File: src/common/sfp_pkg.sv
// Shared constants and types for the status-flag and identification probe.
// Assumes one core clock; every consumer imports the whole package.
package sfp_pkg;

	localparam int FLAGS_W = 32;

	// Bit positions inside processor_flags_word.
	localparam int CF_BIT = 0;
	localparam int PF_BIT = 2;
	localparam int AF_BIT = 4;
	localparam int ZF_BIT = 6;
	localparam int SF_BIT = 7;
	localparam int TF_BIT = 8;
	localparam int IF_BIT = 9;
	localparam int DF_BIT = 10;
	localparam int OF_BIT = 11;
	localparam int IO_PRIVILEGE_LEVEL_LO_BIT = 12;
	localparam int NT_BIT = 14;
	localparam int RSV15_BIT = 15;
	localparam int AC_BIT = 18;
	localparam int ID_BIT = 21;

	localparam logic [FLAGS_W-1:0] FLAGS_RESET = 32'h0000_0000;
	localparam logic [1:0] CPL_KERNEL = 2'h0;

	// Arithmetic flag vector order is {of, sf, zf, af, pf, cf}.
	localparam int AR_OF = 5;
	localparam int AR_SF = 4;
	localparam int AR_ZF = 3;
	localparam int AR_AF = 2;
	localparam int AR_PF = 1;
	localparam int AR_CF = 0;

	// Query selectors served by this probe.
	localparam logic [31:0] LEAF_VENDOR = 32'h0000_0000;
	localparam logic [31:0] LEAF_FEATURES = 32'h0000_0001;
	localparam logic [31:0] MAX_LEAF = 32'h0000_0001;

	typedef enum logic [3:0] {
		SFP_OP_NONE = 4'h0,
		SFP_OP_SUM = 4'h1,
		SFP_OP_SUM_CARRY = 4'h2,
		SFP_OP_AND = 4'h3,
		SFP_OP_BIT_TEST = 4'h4,
		SFP_OP_CLEAR_CARRY = 4'h5,
		SFP_OP_SET_CARRY = 4'h6,
		SFP_OP_FLAGS_SAVE = 4'h7,
		SFP_OP_FLAGS_LOAD = 4'h8,
		SFP_OP_RESTORE = 4'h9,
		SFP_OP_QUERY = 4'hA,
		SFP_OP_BOUND = 4'hB,
		SFP_OP_BYTE_SWAP = 4'hC,
		SFP_OP_CALL = 4'hD,
		SFP_OP_SIGN_EXT = 4'hE
	} sfp_op_e;

	typedef struct packed {
		sfp_op_e op;
		logic [31:0] opa;
		logic [31:0] opb;
	} sfp_req_s;

	typedef struct packed {
		logic [31:0] reg_a;
		logic [31:0] reg_b;
		logic [31:0] reg_c;
		logic [31:0] reg_d;
	} sfp_qres_s;

endpackage : sfp_pkg

File: src/design/sfp_flag_alu.sv
// Combinational flag engine: computes arithmetic flags and a write mask.
// Assumes the caller registers both and applies them in one step.
`timescale 1ns/10ps
module sfp_flag_alu
	import sfp_pkg::*;
#(
	parameter int OPW = 32
) (
	input wire sfp_op_e i_op,
	input wire logic [OPW-1:0] i_opa,
	input wire logic [OPW-1:0] i_opb,
	input wire logic i_carry_in,
	output logic [OPW-1:0] o_result,
	output logic [5:0] o_flags,
	output logic [5:0] o_mask
);

	function automatic logic even_parity(input logic [7:0] v);
		even_parity = ~^v;
	endfunction : even_parity

	localparam int IDXW = $clog2(OPW);

	wire logic is_adc = (i_op == SFP_OP_SUM_CARRY);
	wire logic [OPW:0] sum_w = {1'b0, i_opa} + {1'b0, i_opb}
		+ {{OPW{1'b0}}, is_adc & i_carry_in};
	wire logic [OPW-1:0] sres = sum_w[OPW-1:0];
	wire logic [OPW-1:0] ares = i_opa & i_opb;
	wire logic sum_of = (i_opa[OPW-1] == i_opb[OPW-1])
		&& (sres[OPW-1] != i_opa[OPW-1]);
	wire logic sum_af = i_opa[4] ^ i_opb[4] ^ sres[4];
	wire logic [IDXW-1:0] bidx = i_opb[IDXW-1:0];

	always_comb begin
		o_result = i_opa;
		o_flags = 6'h00;
		o_mask = 6'h00;
		unique case (i_op)
			SFP_OP_SUM, SFP_OP_SUM_CARRY: begin
				o_result = sres;
				o_flags = {sum_of, sres[OPW-1], ~|sres, sum_af,
					even_parity(sres[7:0]), sum_w[OPW]};
				o_mask = 6'h3F;
			end
			SFP_OP_AND: begin
				// Auxiliary carry is undefined here; it is simply kept.
				o_result = ares;
				o_flags = {1'b0, ares[OPW-1], ~|ares, 1'b0,
					even_parity(ares[7:0]), 1'b0};
				o_mask = 6'h3B;
			end
			SFP_OP_BIT_TEST: begin
				o_flags = {5'h00, i_opa[bidx]};
				o_mask = 6'h01;
			end
			SFP_OP_CLEAR_CARRY: begin
				o_flags = 6'h00;
				o_mask = 6'h01;
			end
			SFP_OP_SET_CARRY: begin
				o_flags = 6'h01;
				o_mask = 6'h01;
			end
			default: begin
				o_mask = 6'h00;
			end
		endcase
	end

endmodule : sfp_flag_alu

File: src/design/sfp_query.sv
// Lookup for the feature query: selector in, four result words out.
// Assumes the caller decides whether the query exists and registers results.
`timescale 1ns/10ps
module sfp_query
	import sfp_pkg::*;
#(
	// Vendor words are arbitrary neutral values.
	parameter logic [31:0] VENDOR_B = 32'h5346_5050,
	parameter logic [31:0] VENDOR_C = 32'h5246_4F42,
	parameter logic [31:0] VENDOR_D = 32'h4543_4F52,
	parameter logic [31:0] FEATURE_D = 32'h0000_0000
) (
	input wire logic [31:0] i_selector,
	output sfp_qres_s o_res
);

	wire logic sel_vendor = (i_selector == LEAF_VENDOR);
	wire logic sel_feat = (i_selector == LEAF_FEATURES);

	// Unserved selectors answer with zeros rather than faulting.
	assign o_res.reg_a = sel_vendor ? MAX_LEAF : 32'h0000_0000;
	assign o_res.reg_b = sel_vendor ? VENDOR_B : 32'h0000_0000;
	assign o_res.reg_c = sel_vendor ? VENDOR_C : 32'h0000_0000;
	assign o_res.reg_d = sel_vendor ? VENDOR_D
		: (sel_feat ? FEATURE_D : 32'h0000_0000);

endmodule : sfp_query

File: src/design/sfp_top.sv
// Status-flag register, flag update per instruction class, feature query.
// Assumes one instruction request per valid cycle from the core pipeline.
//
// Overview of operation
// - Feature-query support flag, bit 21, software may set and clear it.
// - Without the query feature, issuing it raises invalid opcode, no result.
// - Selector in accumulator picks info returned in four result registers.
// - Privilege field bits 12-13, nested-task bit 14, reserved bit 15.
// - Real mode: bit 15 reads zero, bits 12-14 keep last loaded value.
// - Protected mode: bit 15 zero, bit 14 loaded, privilege field by level.
// - Privilege field changes only in real mode or at current privilege level zero.
// - Alignment-check flag bit 18 writable; variants without it stay fixed.
// - Modify class follows result; clear and set classes force the flag.
// - Undefined class may leave any value in the flag.
// - Restore class writes back the six arithmetic flags of the previously saved value.
// - Unlisted flags unchanged; bound, swap, call, sign-extend touch nothing.
// - Sum updates six arithmetic flags; sum-with-carry also consumes carry.
// - Conjunction clears overflow and carry; bit test updates only carry.
`timescale 1ns/10ps
module sfp_top
	import sfp_pkg::*;
#(
	parameter int OPW = 32,
	parameter bit HAS_QUERY = 1'b1,
	parameter bit HAS_ALIGN = 1'b1
) (
	input wire logic i_ref_clk,
	input wire logic i_rst_n,
	input wire logic i_req_valid,
	input wire sfp_req_s i_req,
	input wire logic i_real_mode,
	input wire logic [1:0] i_cpl,
	output logic [FLAGS_W-1:0] o_processor_flags_word,
	output logic [FLAGS_W-1:0] o_save_value,
	output logic [OPW-1:0] o_alu_result,
	output logic o_retire,
	output logic o_invalid_opcode_fault,
	output logic [31:0] o_selector_result_reg_a,
	output logic [31:0] o_selector_result_reg_b,
	output logic [31:0] o_selector_result_reg_c,
	output logic [31:0] o_selector_result_reg_d
);

	generate
		if (OPW != 8 && OPW != 16 && OPW != 32) begin : g_bad_width
			$error("sfp_top: OPW must be 8, 16 or 32");
		end
	endgenerate

	// Two-stage release keeps the reset removal synchronous to the clock.
	logic rst_s1_q;
	logic rst_n_q;
	always_ff @(posedge i_ref_clk or negedge i_rst_n) begin
		if (!i_rst_n) begin
			rst_s1_q <= 1'b0;
			rst_n_q <= 1'b0;
		end else begin
			rst_s1_q <= 1'b1;
			rst_n_q <= rst_s1_q;
		end
	end

	logic [FLAGS_W-1:0] flags_q;
	logic [FLAGS_W-1:0] flags_d;
	logic [FLAGS_W-1:0] saved_q;
	logic [FLAGS_W-1:0] saved_d;
	logic [OPW-1:0] alu_res_q;
	logic retire_q;
	logic fault_q;
	sfp_qres_s qres_q;
	sfp_qres_s qres_d;

	wire sfp_op_e op = i_req.op;
	wire logic go = i_req_valid && (op != SFP_OP_NONE);
	wire logic [OPW-1:0] opa_w = i_req.opa[OPW-1:0];
	wire logic [OPW-1:0] opb_w = i_req.opb[OPW-1:0];

	logic [OPW-1:0] alu_res;
	logic [5:0] alu_flags;
	logic [5:0] alu_mask;

	sfp_flag_alu #(
		.OPW(OPW)
	) u_alu (
		.i_op(op),
		.i_opa(opa_w),
		.i_opb(opb_w),
		.i_carry_in(flags_q[CF_BIT]),
		.o_result(alu_res),
		.o_flags(alu_flags),
		.o_mask(alu_mask)
	);

	sfp_qres_s qres_w;

	sfp_query u_query (
		.i_selector(i_req.opa),
		.o_res(qres_w)
	);

	// Mapping between the six-bit arithmetic vector and the flag word.
	function automatic logic [FLAGS_W-1:0] arith_to_word(
		input logic [5:0] v);
		logic [FLAGS_W-1:0] w;
		w = '0;
		w[OF_BIT] = v[AR_OF];
		w[SF_BIT] = v[AR_SF];
		w[ZF_BIT] = v[AR_ZF];
		w[AF_BIT] = v[AR_AF];
		w[PF_BIT] = v[AR_PF];
		w[CF_BIT] = v[AR_CF];
		arith_to_word = w;
	endfunction : arith_to_word

	// Merged word for the arithmetic classes; bits outside the mask keep old values.
	wire logic [FLAGS_W-1:0] ar_mask_w = arith_to_word(alu_mask);
	wire logic [FLAGS_W-1:0] ar_val_w = arith_to_word(alu_flags);
	wire logic [FLAGS_W-1:0] arith_next =
		(flags_q & ~ar_mask_w) | (ar_val_w & ar_mask_w);

	// Restore brings back the arithmetic flags held at the last save.
	wire logic [FLAGS_W-1:0] ar_all_w = arith_to_word(6'h3F);
	wire logic [FLAGS_W-1:0] restore_next =
		(flags_q & ~ar_all_w) | (saved_q & ar_all_w);

	// Privilege field is writable in real mode or at level zero only.
	wire logic io_privilege_level_wr_ok = i_real_mode || (i_cpl == CPL_KERNEL);
	wire logic [1:0] io_privilege_level_q = flags_q[IO_PRIVILEGE_LEVEL_LO_BIT+1:IO_PRIVILEGE_LEVEL_LO_BIT];
	// Interrupt flag follows the load only when the level permits it.
	wire logic if_wr_ok = i_real_mode || (i_cpl <= io_privilege_level_q);

	// Bits the load may change unconditionally.
	localparam logic [FLAGS_W-1:0] LOAD_FREE_MASK = 32'h0000_4DD5;

	logic [FLAGS_W-1:0] load_mask;
	always_comb begin
		load_mask = LOAD_FREE_MASK;
		load_mask[NT_BIT] = 1'b1;
		load_mask[IO_PRIVILEGE_LEVEL_LO_BIT] = io_privilege_level_wr_ok;
		load_mask[IO_PRIVILEGE_LEVEL_LO_BIT+1] = io_privilege_level_wr_ok;
		load_mask[IF_BIT] = if_wr_ok;
		load_mask[AC_BIT] = HAS_ALIGN;
		load_mask[ID_BIT] = HAS_QUERY;
		load_mask[RSV15_BIT] = 1'b0;
	end

	wire logic [FLAGS_W-1:0] load_next =
		(flags_q & ~load_mask) | (i_req.opb & load_mask);

	wire logic is_arith = (op == SFP_OP_SUM) || (op == SFP_OP_SUM_CARRY)
		|| (op == SFP_OP_AND) || (op == SFP_OP_BIT_TEST)
		|| (op == SFP_OP_CLEAR_CARRY) || (op == SFP_OP_SET_CARRY);
	wire logic is_query = (op == SFP_OP_QUERY);
	wire logic query_ok = go && is_query && HAS_QUERY;
	wire logic query_bad = go && is_query && !HAS_QUERY;

	always_comb begin
		flags_d = flags_q;
		if (go) begin
			unique case (op)
				SFP_OP_FLAGS_LOAD: flags_d = load_next;
				SFP_OP_RESTORE: flags_d = restore_next;
				default: flags_d = is_arith ? arith_next : flags_q;
			endcase
		end
		// Reserved bit 15 never holds a one in either mode.
		flags_d[RSV15_BIT] = 1'b0;
	end

	assign saved_d = (go && op == SFP_OP_FLAGS_SAVE) ? flags_q : saved_q;
	assign qres_d = query_ok ? qres_w : qres_q;

	// Each instruction commits its full flag word in a single edge.
	always_ff @(posedge i_ref_clk or negedge rst_n_q) begin
		if (!rst_n_q) begin
			flags_q <= FLAGS_RESET;
			saved_q <= FLAGS_RESET;
			retire_q <= 1'b0;
			fault_q <= 1'b0;
		end else begin
			flags_q <= flags_d;
			saved_q <= saved_d;
			retire_q <= go;
			fault_q <= query_bad;
		end
	end

	always_ff @(posedge i_ref_clk or negedge rst_n_q) begin
		if (!rst_n_q) begin
			alu_res_q <= '0;
			qres_q <= '0;
		end else begin
			alu_res_q <= (go && is_arith) ? alu_res : alu_res_q;
			qres_q <= qres_d;
		end
	end

	assign o_processor_flags_word = flags_q;
	assign o_save_value = saved_q;
	assign o_alu_result = alu_res_q;
	assign o_retire = retire_q;
	assign o_invalid_opcode_fault = fault_q;
	assign o_selector_result_reg_a = qres_q.reg_a;
	assign o_selector_result_reg_b = qres_q.reg_b;
	assign o_selector_result_reg_c = qres_q.reg_c;
	assign o_selector_result_reg_d = qres_q.reg_d;

endmodule : sfp_top

File: config.mk
export PLATFORM = sky130hd
export DESIGN_NAME = sfp_top
export DESIGN_NICKNAME = d
export VERILOG_FILES = /design/src/common/sfp_pkg.sv /design/src/design/sfp_flag_alu.sv /design/src/design/sfp_query.sv /design/src/design/sfp_top.sv
export SDC_FILE = /design/constraint.sdc
export NUM_CORES = 1
export LEC_CHECK = 0
export BUFFER_PORTS_ARGS = -buffer_cell sky130_fd_sc_hd__buf_4
export CAP_MARGIN = 20
export CORE_MARGIN = 4
export CORE_UTILIZATION = 30
export DETAILED_ROUTE_END_ITERATION = 12
export PLACE_DENSITY = 0.58
export SYNTH_ARGS = -nofsm -noshare
export SYNTH_HDL_FRONTEND = slang
export SYNTH_SLANG_ARGS = --single-unit
File: constraint.sdc
create_clock -name i_ref_clk -period 2 [get_ports i_ref_clk]
set_input_delay 0.2 -clock i_ref_clk [delete_from_list [all_inputs] [get_ports i_ref_clk]]
set_output_delay 0.2 -clock i_ref_clk [all_outputs]
set_load 0.02 [all_outputs]
Yosys cells after proc, flatten, opt, wreduce, memory -nomap -nowiden. Index checks and enable logic that the tools add are counted.

Flip-flop bits (word level): 225. Bits in latches: 0. Bits in writable memories: 0. Bits in read-only memories: 0. Bits of input ports: 74. Output and inout bits: 226. Word-level logic and storage cells: 75. Memories kept: 0.

Add/sub/neg operators: 2. Multiply operators: 0. Divide/modulo/power cells: 0. Order comparisons: 2. Equality and inequality tests: 12. Shifts and indexed selects: 0. Multiplexer cells: 11. Bitwise operators: 13. Reduce and logical (&&, ||, !) cells: 25.

Operators by type and width (number): case mux 32 bit (2 select lines) (2); bitwise AND 32 bit (3); two-way mux 31 bit (3); bitwise OR 32 x 12 -> 32 bit (2); OR reduction 32 bit (2); adder 32 x 32 -> 33 bit (1); adder 33 x 1 -> 33 bit (1); bitwise AND 32 x 22 -> 32 bit (1); logical NOT 32 bit (1); two-way mux 32 bit (1); inverter 12 -> 32 bit (1); inverter 22 -> 32 bit (1); bitwise OR 32 bit (1); case mux 6 bit (4 select lines) (1); case mux 6 bit (3 select lines) (1); equality test 4 x 3 -> 1 bit (second input constant) (4); XNOR reduction 8 bit (2); bitwise AND 12 bit (1); equality test 4 bit (second input constant) (3); equality test 4 x 2 -> 1 bit (second input constant) (2); logical OR 1 bit (7); < comparator 5 x 6 -> 1 bit (second input constant) (1); binary-select mux 1 bit (select 5 bit) (1); logical AND 1 bit (5); 14 further kinds (17).

Logic depth before layout (Yosys ltp). Gate-level depths: netlist of run 1.

Word-level depth: 10. Gate-level depth with buffers: 20. Mapped depth without buffers: 18.

By module. A second synthesis of run 1 with hierarchy kept.

Cell total of the unflattened synthesis: 1164. Area total of the unflattened synthesis: 12136.6 um2.

Modules (own cells, without submodules): sfp_top (instances 1, cells each 499, area an instance 7689.9 um2, seq. area each 4779.6 um2); sfp_flag_alu (instances 1, cells each 525, area an instance 3409.5 um2, seq. area each 0.0 um2); sfp_query (instances 1, cells each 140, area an instance 1037.2 um2, seq. area each 0.0 um2).

Least setup slack after synthesis of run 1. No wires, ideal clock.

Path kind: input -> register. Start point: in i_req[65] (netlist bit). End point: reg with a tool-made name. Setup time: 104 ps. Arrival time: 4146 ps. Required time: 1896 ps. Slack: -2250 ps. Stages on the path: 17. Path buffers: 2. Cells stage by stage: clkbuf_1 > clkbuf_1 > nor2b_1 > and3_1 > fa_1 > inv_1 > fa_1 > nand2b_1 > a31oi_1 > nor2b_1 > o31a_1 > o21ai_1 > xor2_1 > or3_1 > or4b_1 > or4_1 > o41ai_2.

RTL lines: start, declared (RTL line sfp_top.sv:30) `input wire sfp_req_s i_req,`.

==> results.py, run 1 <==
metrics = {
    "pwr": {
        "finalPower_w": 0.00667,
        "p_per_area_nw_per_um2": 687,
        "leakage_nw": 4.82,
        "ir_drop_mv": 0.432,
    },
    "sta": {
        "holdWs_ns": 0.108,
        "tns_ns": -31.63,
        "finalMaxSlewViolations": 0,
        "finalWorstSetupSlack_ns": -1.75,
        "setup_violations": 35,
        "clock.fmax_mhz": 267,
        "rsz0062_at_grt": "yes",
        "relSlewSlack_pct": 45.2,
        "hold_violations": 0,
        "worstMarginPinSlew_ns": 0.802,
        "period_share_pct": 187,
        "min_period_ns": 3.75,
        "fin_skew_ns": 0.00364,
    },
    "outcome": {
        "violations": "negative setup slack",
        "status": "complete, but fails checks",
    },
    "cts": {
        "clock_latency_ns": 0.34,
        "numCtsBuffers": 9,
        "clkSlewWorstSetupHoldPaths_ns": 0.06,
        "clockRootBuffer": "clkbuf_16",
        "cts_tree": "built",
        "clk_path_buf_depth": 2,
        "cts.sinks": 64,
        "htree_levels": 3,
    },
    "logic_synthesis": {
        "ys_seq_area_share_pct": 24.3,
        "yosys-top-cells-area": "dfrtp_1, buf_4, ha_1, mux2_2, nand2_1",
        "async_reset_ff_share_pct": 100,
        "yosys_warnings": 0,
        "synth_ff_type": "dfrtp_1",
        "synth_top_area_share_pct": 24.3,
        "ys_ff_latch": 64,
        "synth.avg_cell_area_um2": 8.63,
        "synth_cell_types": 62,
        "synth_edf_count": 0,
        "syn_area_um2": 6600,
        "netlist_instances": 764,
        "synth_top_cell_by_area": "dfrtp_1",
    },
    "die": {
        "dieHeight_um": 156,
        "start_util_pct": 30.9,
        "core.rowCount": 53,
        "die_area_um2": 24400,
        "die_w_um": 156,
        "top_level_ports": 300,
        "coreArea_um2": 21400,
    },
    "critical_path": {
        "crit_required_ns": 2.25,
        "setup.worst_path.class": "flip-flop to flip-flop",
        "cp-start-kind": "flip-flop",
        "worst-path-max-fanout": 3,
        "cp-end-kind": "flip-flop",
        "worstPathArrival_ns": 3.99,
    },
    "global_route": {
        "grt_pass1_vias": 6376,
        "grt_pass1_wl_um": 36500,
        "grt_max_degree": 63,
        "gr-total-overflow": 0,
        "grtUsageTotal_pct": 19.3,
        "antenna_found_initial": 0,
    },
    "hold_path": {
        "hold_class": "primary input to flip-flop",
        "hp-start": "i_req[10]",
    },
    "finish": {
        "final_area_um2": 9700,
        "drive_above_1_share_pct": 46.7,
        "final_common_cell": "buf_4",
        "area_delta_synth_final_pct": 47.0,
        "final_cell_mix": "buf_4, conb_1, nand2_1",
        "antenna_cells": 0,
        "final_nets": 1207,
    },
    "detailed_routing": {
        "first_pass_iters": 7,
        "vias_per_cell": 4.82,
        "drc_errors": 0,
        "routed_wl_um": 24600,
        "num_vias": 6592,
        "wire_per_inst_um": 18.0,
        "final_antenna_net_count": 0,
        "drt_iter0_drc": 534,
    },
    "placed_design": {
        "dp_hpwl_um": 20200,
        "placed_area_um2": 9030,
        "gp_congestion": 0.957,
        "port_buffers": 173,
    },
    "job": {
        "maxCapViolCount": 0,
    },
}
-- cells in the mapped netlist (3+ instances only) --
cell,instances
mux2_2,28
a22oi_1,5
nor2_1,26
clkbuf_1,34
buf_4,165
xnor2_1,21
nand3_1,7
a221oi_1,6
and2_1,3
o21ai_0,52
or3_1,3
nand2b_1,3
a21oi_1,42
nand4_1,13
xor2_1,17
mux4_2,10
a31oi_1,5
nand2_1,74
a211oi_1,3
nor3_1,5
o211ai_1,3
o21a_1,7
o22ai_1,4
a222oi_1,22
ha_1,42
o21ai_1,7
nor2b_1,8
nor4_1,13
inv_1,19
mux2i_1,4
dfrtp_1,64
a21o_1,9
-- worst paths after layout --
| kind | cells past startpoint | slack [ns] | to |
|---|---|---|---|
| max | 14 | -1.75 | flip-flop |
| max reg2reg | 14 | -1.75 | flip-flop |
| max in group asynchronous | 1 | 1.43 | o_alu_result[3]$_DFFE_PN0P_ |
| min reg2reg | 1 | 0.29 | o_save_value[2]$_DFFE_PN0P_ |
| min | 2 | 0.11 | o_processor_flags_word[10]$_DFFE_PN0P_ |
| min in group asynchronous | 2 | 0.19 | rst_n_q$_DFF_PN0_ |
-- registers in the layout, summed over array words and instances (netlist names), named ones only --
signal / count
rst_n_q: 1
o_save_value: 14
o_processor_flags_word: 8
o_retire: 1
rst_s1_q: 1
o_alu_result: 32
o_selector_result_reg_c: 1
-- where the power goes --
part           internal [W]  switching, W
Combinational       0.00157       0.00178
Clock              0.000965      0.000607
Sequential          0.00157      0.000178
-- cells by family after synthesis --
group	after synthesis	synth area share (%)
mux	42	8.80
buf+inv	219	21.9
simple gates	169	12.4
flops	64	24.3
compound gates	186	18.9
fa+ha+maj	44	8.57
other cells	2	0.114
xor+xnor	38	5.05
-- metal layers --
| layer | GRT usage [%] | wire length [µm] | vias up |
|---|---|---|---|
| met3 | 4.26 | 2060 | 29 |
| li1 | - | - | 3124 |
| met5 | 0 | 0 | - |
| met4 | 5.29 | 510 | 0 |
| met2 | 32.2 | 12000 | 315 |
| met1 | 25.3 | 10100 | 3124 |
-- worst max-delay path: stages (launching register included) --
cell and delay (ns):
dfrtp_1 0.35, and3_4 0.19, fa_2 0.21, inv_2 0.04, fa_2 0.33, nand2b_4 0.16, a31oi_4 0.24, nor2b_4 0.08
o31a_1 0.30, o21ai_2 0.17, xor2_1 0.11, or3_1 0.32, or4b_1 0.53, or4_4 0.43, o41ai_2 0.19
-- cell type report --
cell class / instances / area [µm²]
Fill cell: 2120 / 11700
Multi-Input combinational cell: 606 / 4390
Timing Repair Buffer: 389 / 3010
Sequential cell: 64 / 1600
Tap cell: 275 / 344
Clock buffer: 13 / 240
Inverter: 19 / 71.3
Clock inverter: 3 / 42.5
-- metrics by stage --
stage / cells / setup slack, ns / util (%)
after detailed placement: 1344 / -1.79 / 42.3
final: 1369 / -1.75 / 45.4
after global routing: 1369 / -1.89 / 45.4
after global placement: 1344 / -1.77 / 42.3
after CTS: 1365 / -1.67 / 44.6
after floorplan: 889 / -1.69 / -
-- repair_timing --
action,in CTS,in global routing
buffers inserted,8,6
endpoints found under the setup margin,36,36
cloned,0,0
hold buffers,1,0
hold endpoints to repair,2,0
gates resized for setup,50,33
pin swaps,29,33
(Power assumes the default switching activity.)
==> inputs of run 2 (changes only) <==
--- a/config.mk
+++ b/config.mk
@@ -7,7 +7,7 @@
 export LEC_CHECK = 0
 export BUFFER_PORTS_ARGS = -buffer_cell sky130_fd_sc_hd__buf_4
 export CAP_MARGIN = 20
-export CORE_MARGIN = 4
+export CORE_MARGIN = 2
 export CORE_UTILIZATION = 30
 export DETAILED_ROUTE_END_ITERATION = 12
 export PLACE_DENSITY = 0.58
==> results.py, run 2 (synthesized netlist as in run 1, its figures left out) <==
metrics = {
    "outcome": {
        "status": "complete, but fails checks",
        "violations": "negative setup slack",
    },
    "placed_design": {
        "gp_congestion": 0.946,
        "dp.cells": 1357,
        "port_buffers": 173,
        "dp_hpwl_um": 20000,
    },
    "critical_path": {
        "cp_num_buf_inv": 1,
        "cp-end-kind": "flip-flop",
        "worst-path-max-fanout": 3,
        "worstPathArrival_ns": 3.98,
        "cp_top_family": "simple AND/OR/NAND/NOR gates",
        "slowest_stage": "or4b_1",
        "cp-start-kind": "flip-flop",
        "crit_chain": "and3_4 > fa_2 > inv_2 > fa_2 > nand2b_4 > a31oi_4 > nor2b_4 > o31a_1 > o21ai_2 > xor2_1 > or3_1 > or4b_1 > or4_1 > o41ai_2",
        "reg2reg_slack_ns": -1.74,
        "crit_required_ns": 2.25,
        "r2r_cells": 14,
        "cpPeakStageDelay_ns": 0.53,
        "crit_top_cell": "fa_2",
        "setup.worst_path.class": "flip-flop to flip-flop",
    },
    "finish": {
        "fill_cells": 2171,
        "largest_reg_flops": 32,
        "final_common_cell": "buf_4",
        "drive_above_1_share_pct": 47.9,
        "final_cell_mix": "buf_4, conb_1, nand2_1",
        "regArea_um2": 1600,
        "area_delta_synth_final_pct": 51.3,
        "fin_cells": 1399,
        "multi_input_comb_area_um2": 4440,
        "antenna_cells": 0,
        "final_nets": 1232,
    },
    "cts": {
        "clockRootBuffer": "clkbuf_16",
        "clkSlewWorstSetupHoldPaths_ns": 0.06,
        "htree_levels": 3,
        "clock_latency_ns": 0.35,
        "cts_tree": "built",
        "cts.sinks": 64,
        "clk_path_buf_depth": 2,
        "numCtsBuffers": 9,
    },
    "global_route": {
        "grt_max_degree": 63,
        "grt_pass1_vias": 6687,
        "grtUsageTotal_pct": 20.8,
        "grt_pass1_wl_um": 37800,
        "antenna_found_initial": 0,
        "gr-total-overflow": 0,
    },
    "sta": {
        "hold_violations": 0,
        "min_period_ns": 3.74,
        "finalWorstSetupSlack_ns": -1.74,
        "clock.fmax_mhz": 268,
        "rsz0062_at_grt": "yes",
        "worstMarginPinSlew_ns": 0.863,
        "setup_violations": 36,
        "finalMaxSlewViolations": 0,
        "tns_ns": -32.17,
        "fin_skew_ns": 0.00722,
        "relSlewSlack_pct": 40.9,
        "holdWs_ns": 0.107,
        "period_share_pct": 187,
    },
    "detailed_routing": {
        "wire_per_inst_um": 17.6,
        "drc_errors": 0,
        "num_vias": 6729,
        "final_antenna_net_count": 0,
        "routed_wl_um": 24600,
        "drt_iter0_drc": 504,
        "first_pass_iters": 7,
        "vias_per_cell": 4.81,
    },
    "pwr": {
        "ir_drop_mv": 0.419,
        "leakage_nw": 4.97,
        "p_per_area_nw_per_um2": 696,
    },
    "die": {
        "start_util_pct": 30.4,
        "core.rowCount": 54,
        "die_w_um": 152,
        "top_level_ports": 300,
        "dieHeight_um": 152,
        "die_area_um2": 23200,
        "coreArea_um2": 21700,
    },
    "hold_path": {
        "holdPathEnd": "o_processor_flags_word[12]$_DFFE_PN0P_",
        "hp-start": "i_req[12]",
        "whs_path_depth": 2,
        "hold_class": "primary input to flip-flop",
    },
    "job": {
        "maxCapViolCount": 0,
    },
}
[run 2: cell count changes in the layout (fill, tap and decap cells not counted), sizes merged]
cell    delta
clkinv     -1
clkbuf     -3
inv        +4
buf       +25
[run 2: routing by layer]
layer	up-vias	track usage, %	wire (µm)
li1	3166	-	-
met1	3221	26.3	10300
met4	0	6.50	689
met2	303	35.5	11900
met3	39	4.38	1700
met5	-	0	0
[run 2: area by class of cell]
cell class / count / share of cell area [%]
Clock buffer: 10 / 2.39
Clock inverter: 6 / 0.727
Inverter: 19 / 0.715
Multi-Input combinational cell: 606 / 44.5
Sequential cell: 64 / 16.1
Tap cell: 280 / 3.51
Timing Repair Buffer: 414 / 32.1
[run 2: how the worst max path moves through the flow]
stage,from,to,slack [ns],cells after the start
2_1_floorplan,i_req[64],flip-flop,-1.69,17
3_3_place_gp,i_req[66],flip-flop,-1.79,16
3_5_place_dp,i_req[66],flip-flop,-1.88,16
4_1_cts,flip-flop,flip-flop,-1.73,16
5_1_grt,flip-flop,flip-flop,-1.94,17
6_report,flip-flop,flip-flop,-1.74,14
[run 2: timing repair]
| item | in CTS | in global routing |
|---|---|---|
| hold endpoints to repair | 2 | 0 |
| endpoints found under the setup margin | 36 | 36 |
| resized for setup | 67 | 27 |
| setup buffers | 19 | 10 |
| cloned | 0 | 0 |
| pin swaps | 20 | 25 |
| hold buffers | 1 | 0 |
[run 2: report_power, final]
part	internal, W	switching (W)	total (W)
clock	0.00102	0.000688	0.00171
sequential	0.00157	0.000171	0.00174
combinational	0.00167	0.00182	0.00350
total	0.00426	0.00268	0.00694
[run 2: worst register-to-register path, cell delays in order (launching register included)]
cell and delay [ns]:
dfrtp_1 0.35, and3_4 0.19, fa_2 0.24, inv_2 0.05
fa_2 0.33, nand2b_4 0.16, a31oi_4 0.19, nor2b_4 0.08
o31a_1 0.29, o21ai_2 0.18, xor2_1 0.10, or3_1 0.31
or4b_1 0.53, or4_1 0.42, o41ai_2 0.22
[run 2: metrics by stage]
stage	instance area, µm²	total power [W]	util (%)	setup WS (ns)
floorplan	7190	0.00361	-	-1.69
global route	9980	0.00734	46.0	-1.94
detailed placement	9100	0.00496	42.0	-1.88
global placement	9100	0.00496	42.0	-1.79
finish	9980	0.00694	46.0	-1.74
CTS	9810	0.00690	45.2	-1.73
==> inputs of run 3 (changes only) <==
--- a/config.mk
+++ b/config.mk
@@ -10,6 +10,7 @@
 export CORE_MARGIN = 2
 export CORE_UTILIZATION = 30
 export DETAILED_ROUTE_END_ITERATION = 12
+export GPL_TIMING_DRIVEN = 0
 export PLACE_DENSITY = 0.58
 export SYNTH_ARGS = -nofsm -noshare
 export SYNTH_HDL_FRONTEND = slang
==> results.py, run 3 (synthesized netlist as in run 1, its figures left out) <==
metrics = {
    "detailed_routing": {
        "drt_iter0_drc": 547,
        "wire_per_inst_um": 17.3,
        "first_pass_iters": 6,
        "num_vias": 6568,
        "vias_per_cell": 4.73,
        "routed_wl_um": 24100,
        "drc_errors": 0,
        "final_antenna_net_count": 0,
    },
    "critical_path": {
        "reg2reg_slack_ns": -1.93,
        "cp-end-kind": "flip-flop",
        "r2r_cells": 16,
        "cp-start-kind": "flip-flop",
        "worst-path-max-fanout": 3,
        "crit_required_ns": 2.24,
        "worstPathArrival_ns": 4.17,
        "setup.worst_path.class": "flip-flop to flip-flop",
    },
    "pwr": {
        "p_seq_share_pct": 27.1,
        "leakage_nw": 4.92,
        "p_int_w": 0.00398,
        "p_per_area_nw_per_um2": 670,
        "power_frac_comb_pct": 48.2,
        "power_switching_w": 0.00254,
        "finalPower_w": 0.00652,
        "clkPwrFrac_pct": 24.7,
        "p_sw_share_pct": 39.0,
        "ir_drop_mv": 0.425,
    },
    "sta": {
        "period_share_pct": 196,
        "min_period_ns": 3.93,
        "relSlewSlack_pct": 40.6,
        "finalWorstSetupSlack_ns": -1.93,
        "setup_violations": 36,
        "finalMaxSlewViolations": 0,
        "rsz0062_at_grt": "yes",
        "fin_skew_ns": 0.0124,
        "holdWs_ns": 0.104,
        "worstMarginPinSlew_ns": 0.884,
        "clock.fmax_mhz": 254,
        "hold_violations": 0,
    },
    "job": {
        "maxCapViolCount": 0,
    },
    "finish": {
        "antenna_cells": 0,
        "final_common_cell": "buf_4",
        "fill_cells": 2176,
        "final_cell_mix": "buf_4, conb_1, nand2_1",
        "final_area_um2": 9730,
        "drive_above_1_share_pct": 44.2,
        "final_util_pct": 44.9,
        "final_nets": 1222,
        "area_delta_synth_final_pct": 47.5,
        "largest_reg_flops": 32,
    },
    "global_route": {
        "gr-total-overflow": 0,
        "grt_pass1_vias": 6284,
        "grtUsageTotal_pct": 20.0,
        "grt_max_degree": 63,
        "antenna_found_initial": 0,
        "grt_pass1_wl_um": 36400,
    },
    "placed_design": {
        "port_buffers": 170,
        "gp_congestion": 0.947,
        "dp_hpwl_um": 19500,
        "placed_area_um2": 8860,
    },
    "cts": {
        "cts_tree": "built",
        "clk_path_buf_depth": 2,
        "htree_levels": 3,
        "clock_latency_ns": 0.35,
        "cts.sinks": 64,
        "clockRootBuffer": "clkbuf_16",
        "numCtsBuffers": 9,
        "clkSlewWorstSetupHoldPaths_ns": 0.06,
    },
    "outcome": {
        "status": "complete, but fails checks",
        "violations": "negative setup slack",
    },
    "die": {
        "coreArea_um2": 21700,
        "core.rowCount": 54,
        "dieHeight_um": 152,
        "die_w_um": 152,
        "die_area_um2": 23200,
        "start_util_pct": 30.4,
        "top_level_ports": 300,
    },
    "hold_path": {
        "hold_class": "primary input to flip-flop",
        "hp-start": "i_req[8]",
        "whs_path_depth": 2,
        "holdPathEnd": "o_processor_flags_word[8]$_DFFE_PN0P_",
    },
}
-- run 3: cell types whose count changed in the layout (fill, tap and decap cells not counted), sizes merged --
| cell | delta |
|---|---|
| buf | -44 |
| clkbuf | +35 |
| inv | -4 |
| clkinv | +3 |
| clkinvlp | -1 |
-- run 3: metal layers --
| layer | up-vias | track usage (%) | wire length, µm |
|---|---|---|---|
| met5 | - | 0 | 0 |
| met4 | 0 | 6.45 | 499 |
| met3 | 31 | 4.15 | 2030 |
| met2 | 333 | 34.4 | 11700 |
| met1 | 3047 | 25.2 | 9780 |
| li1 | 3157 | - | - |
-- run 3: repair_timing --
item	CTS	global route
pin swaps	32	31
setup buffers	21	13
hold endpoints to repair	2	0
setup endpoints to repair	37	38
hold buffers	1	0
resized for setup	69	20
-- run 3: how the worst max path moves through the flow --
stage / end / slack, ns / cells past startpoint
floorplan: flip-flop / -1.69 / 17
global placement: flip-flop / -2.25 / 19
detailed placement: flip-flop / -2.19 / 19
CTS: flip-flop / -1.85 / 14
global route: flip-flop / -2.07 / 17
finish: flip-flop / -1.93 / 16
-- run 3: worst max-delay path, stage by stage (launching register included) --
cell and delay [ns]:
dfrtp_1 0.39, and3_4 0.18, fa_2 0.38, buf_4 0.15
a211oi_4 0.26, o211ai_2 0.13, buf_4 0.17, a211oi_4 0.32
o21bai_4 0.09, buf_4 0.15, buf_6 0.12, nand3_2 0.06
nand2_1 0.07, xor2_1 0.18, or4b_1 0.52, or4_1 0.45
o41ai_2 0.21
-- run 3: area by class of cell --
type,count,area [µm²],share of cell area (%)
Clock buffer,11,243,2.49
Multi-Input combinational cell,606,4390,45.1
Clock inverter,4,45.0,0.463
Timing Repair Buffer,204,1590,16.4
Inverter,19,71.3,0.733
Tap cell,280,350,3.60
Sequential cell,64,1610,16.5
Buffer,200,1430,14.7
-- run 3: power groups by stage --
stage          Sequential (W)  Combinational (W)  Clock [W]
2_1_floorplan         0.00209            0.00152          0
3_3_place_gp          0.00179            0.00282          0
3_5_place_dp          0.00179            0.00282          0
4_1_cts               0.00177            0.00303    0.00165
5_1_grt               0.00182            0.00336    0.00170
6_report              0.00177            0.00314    0.00161
-- run 3: stage by stage --
step / std cells / setup slack, ns / setup TNS, ns
global placement: 1339 / -2.25 / -92.01
CTS: 1376 / -1.85 / -30.00
floorplan: 889 / -1.69 / -22.37
global route: 1388 / -2.07 / -37.90
detailed placement: 1341 / -2.19 / -39.06
finish: 1388 / -1.93 / -33.15
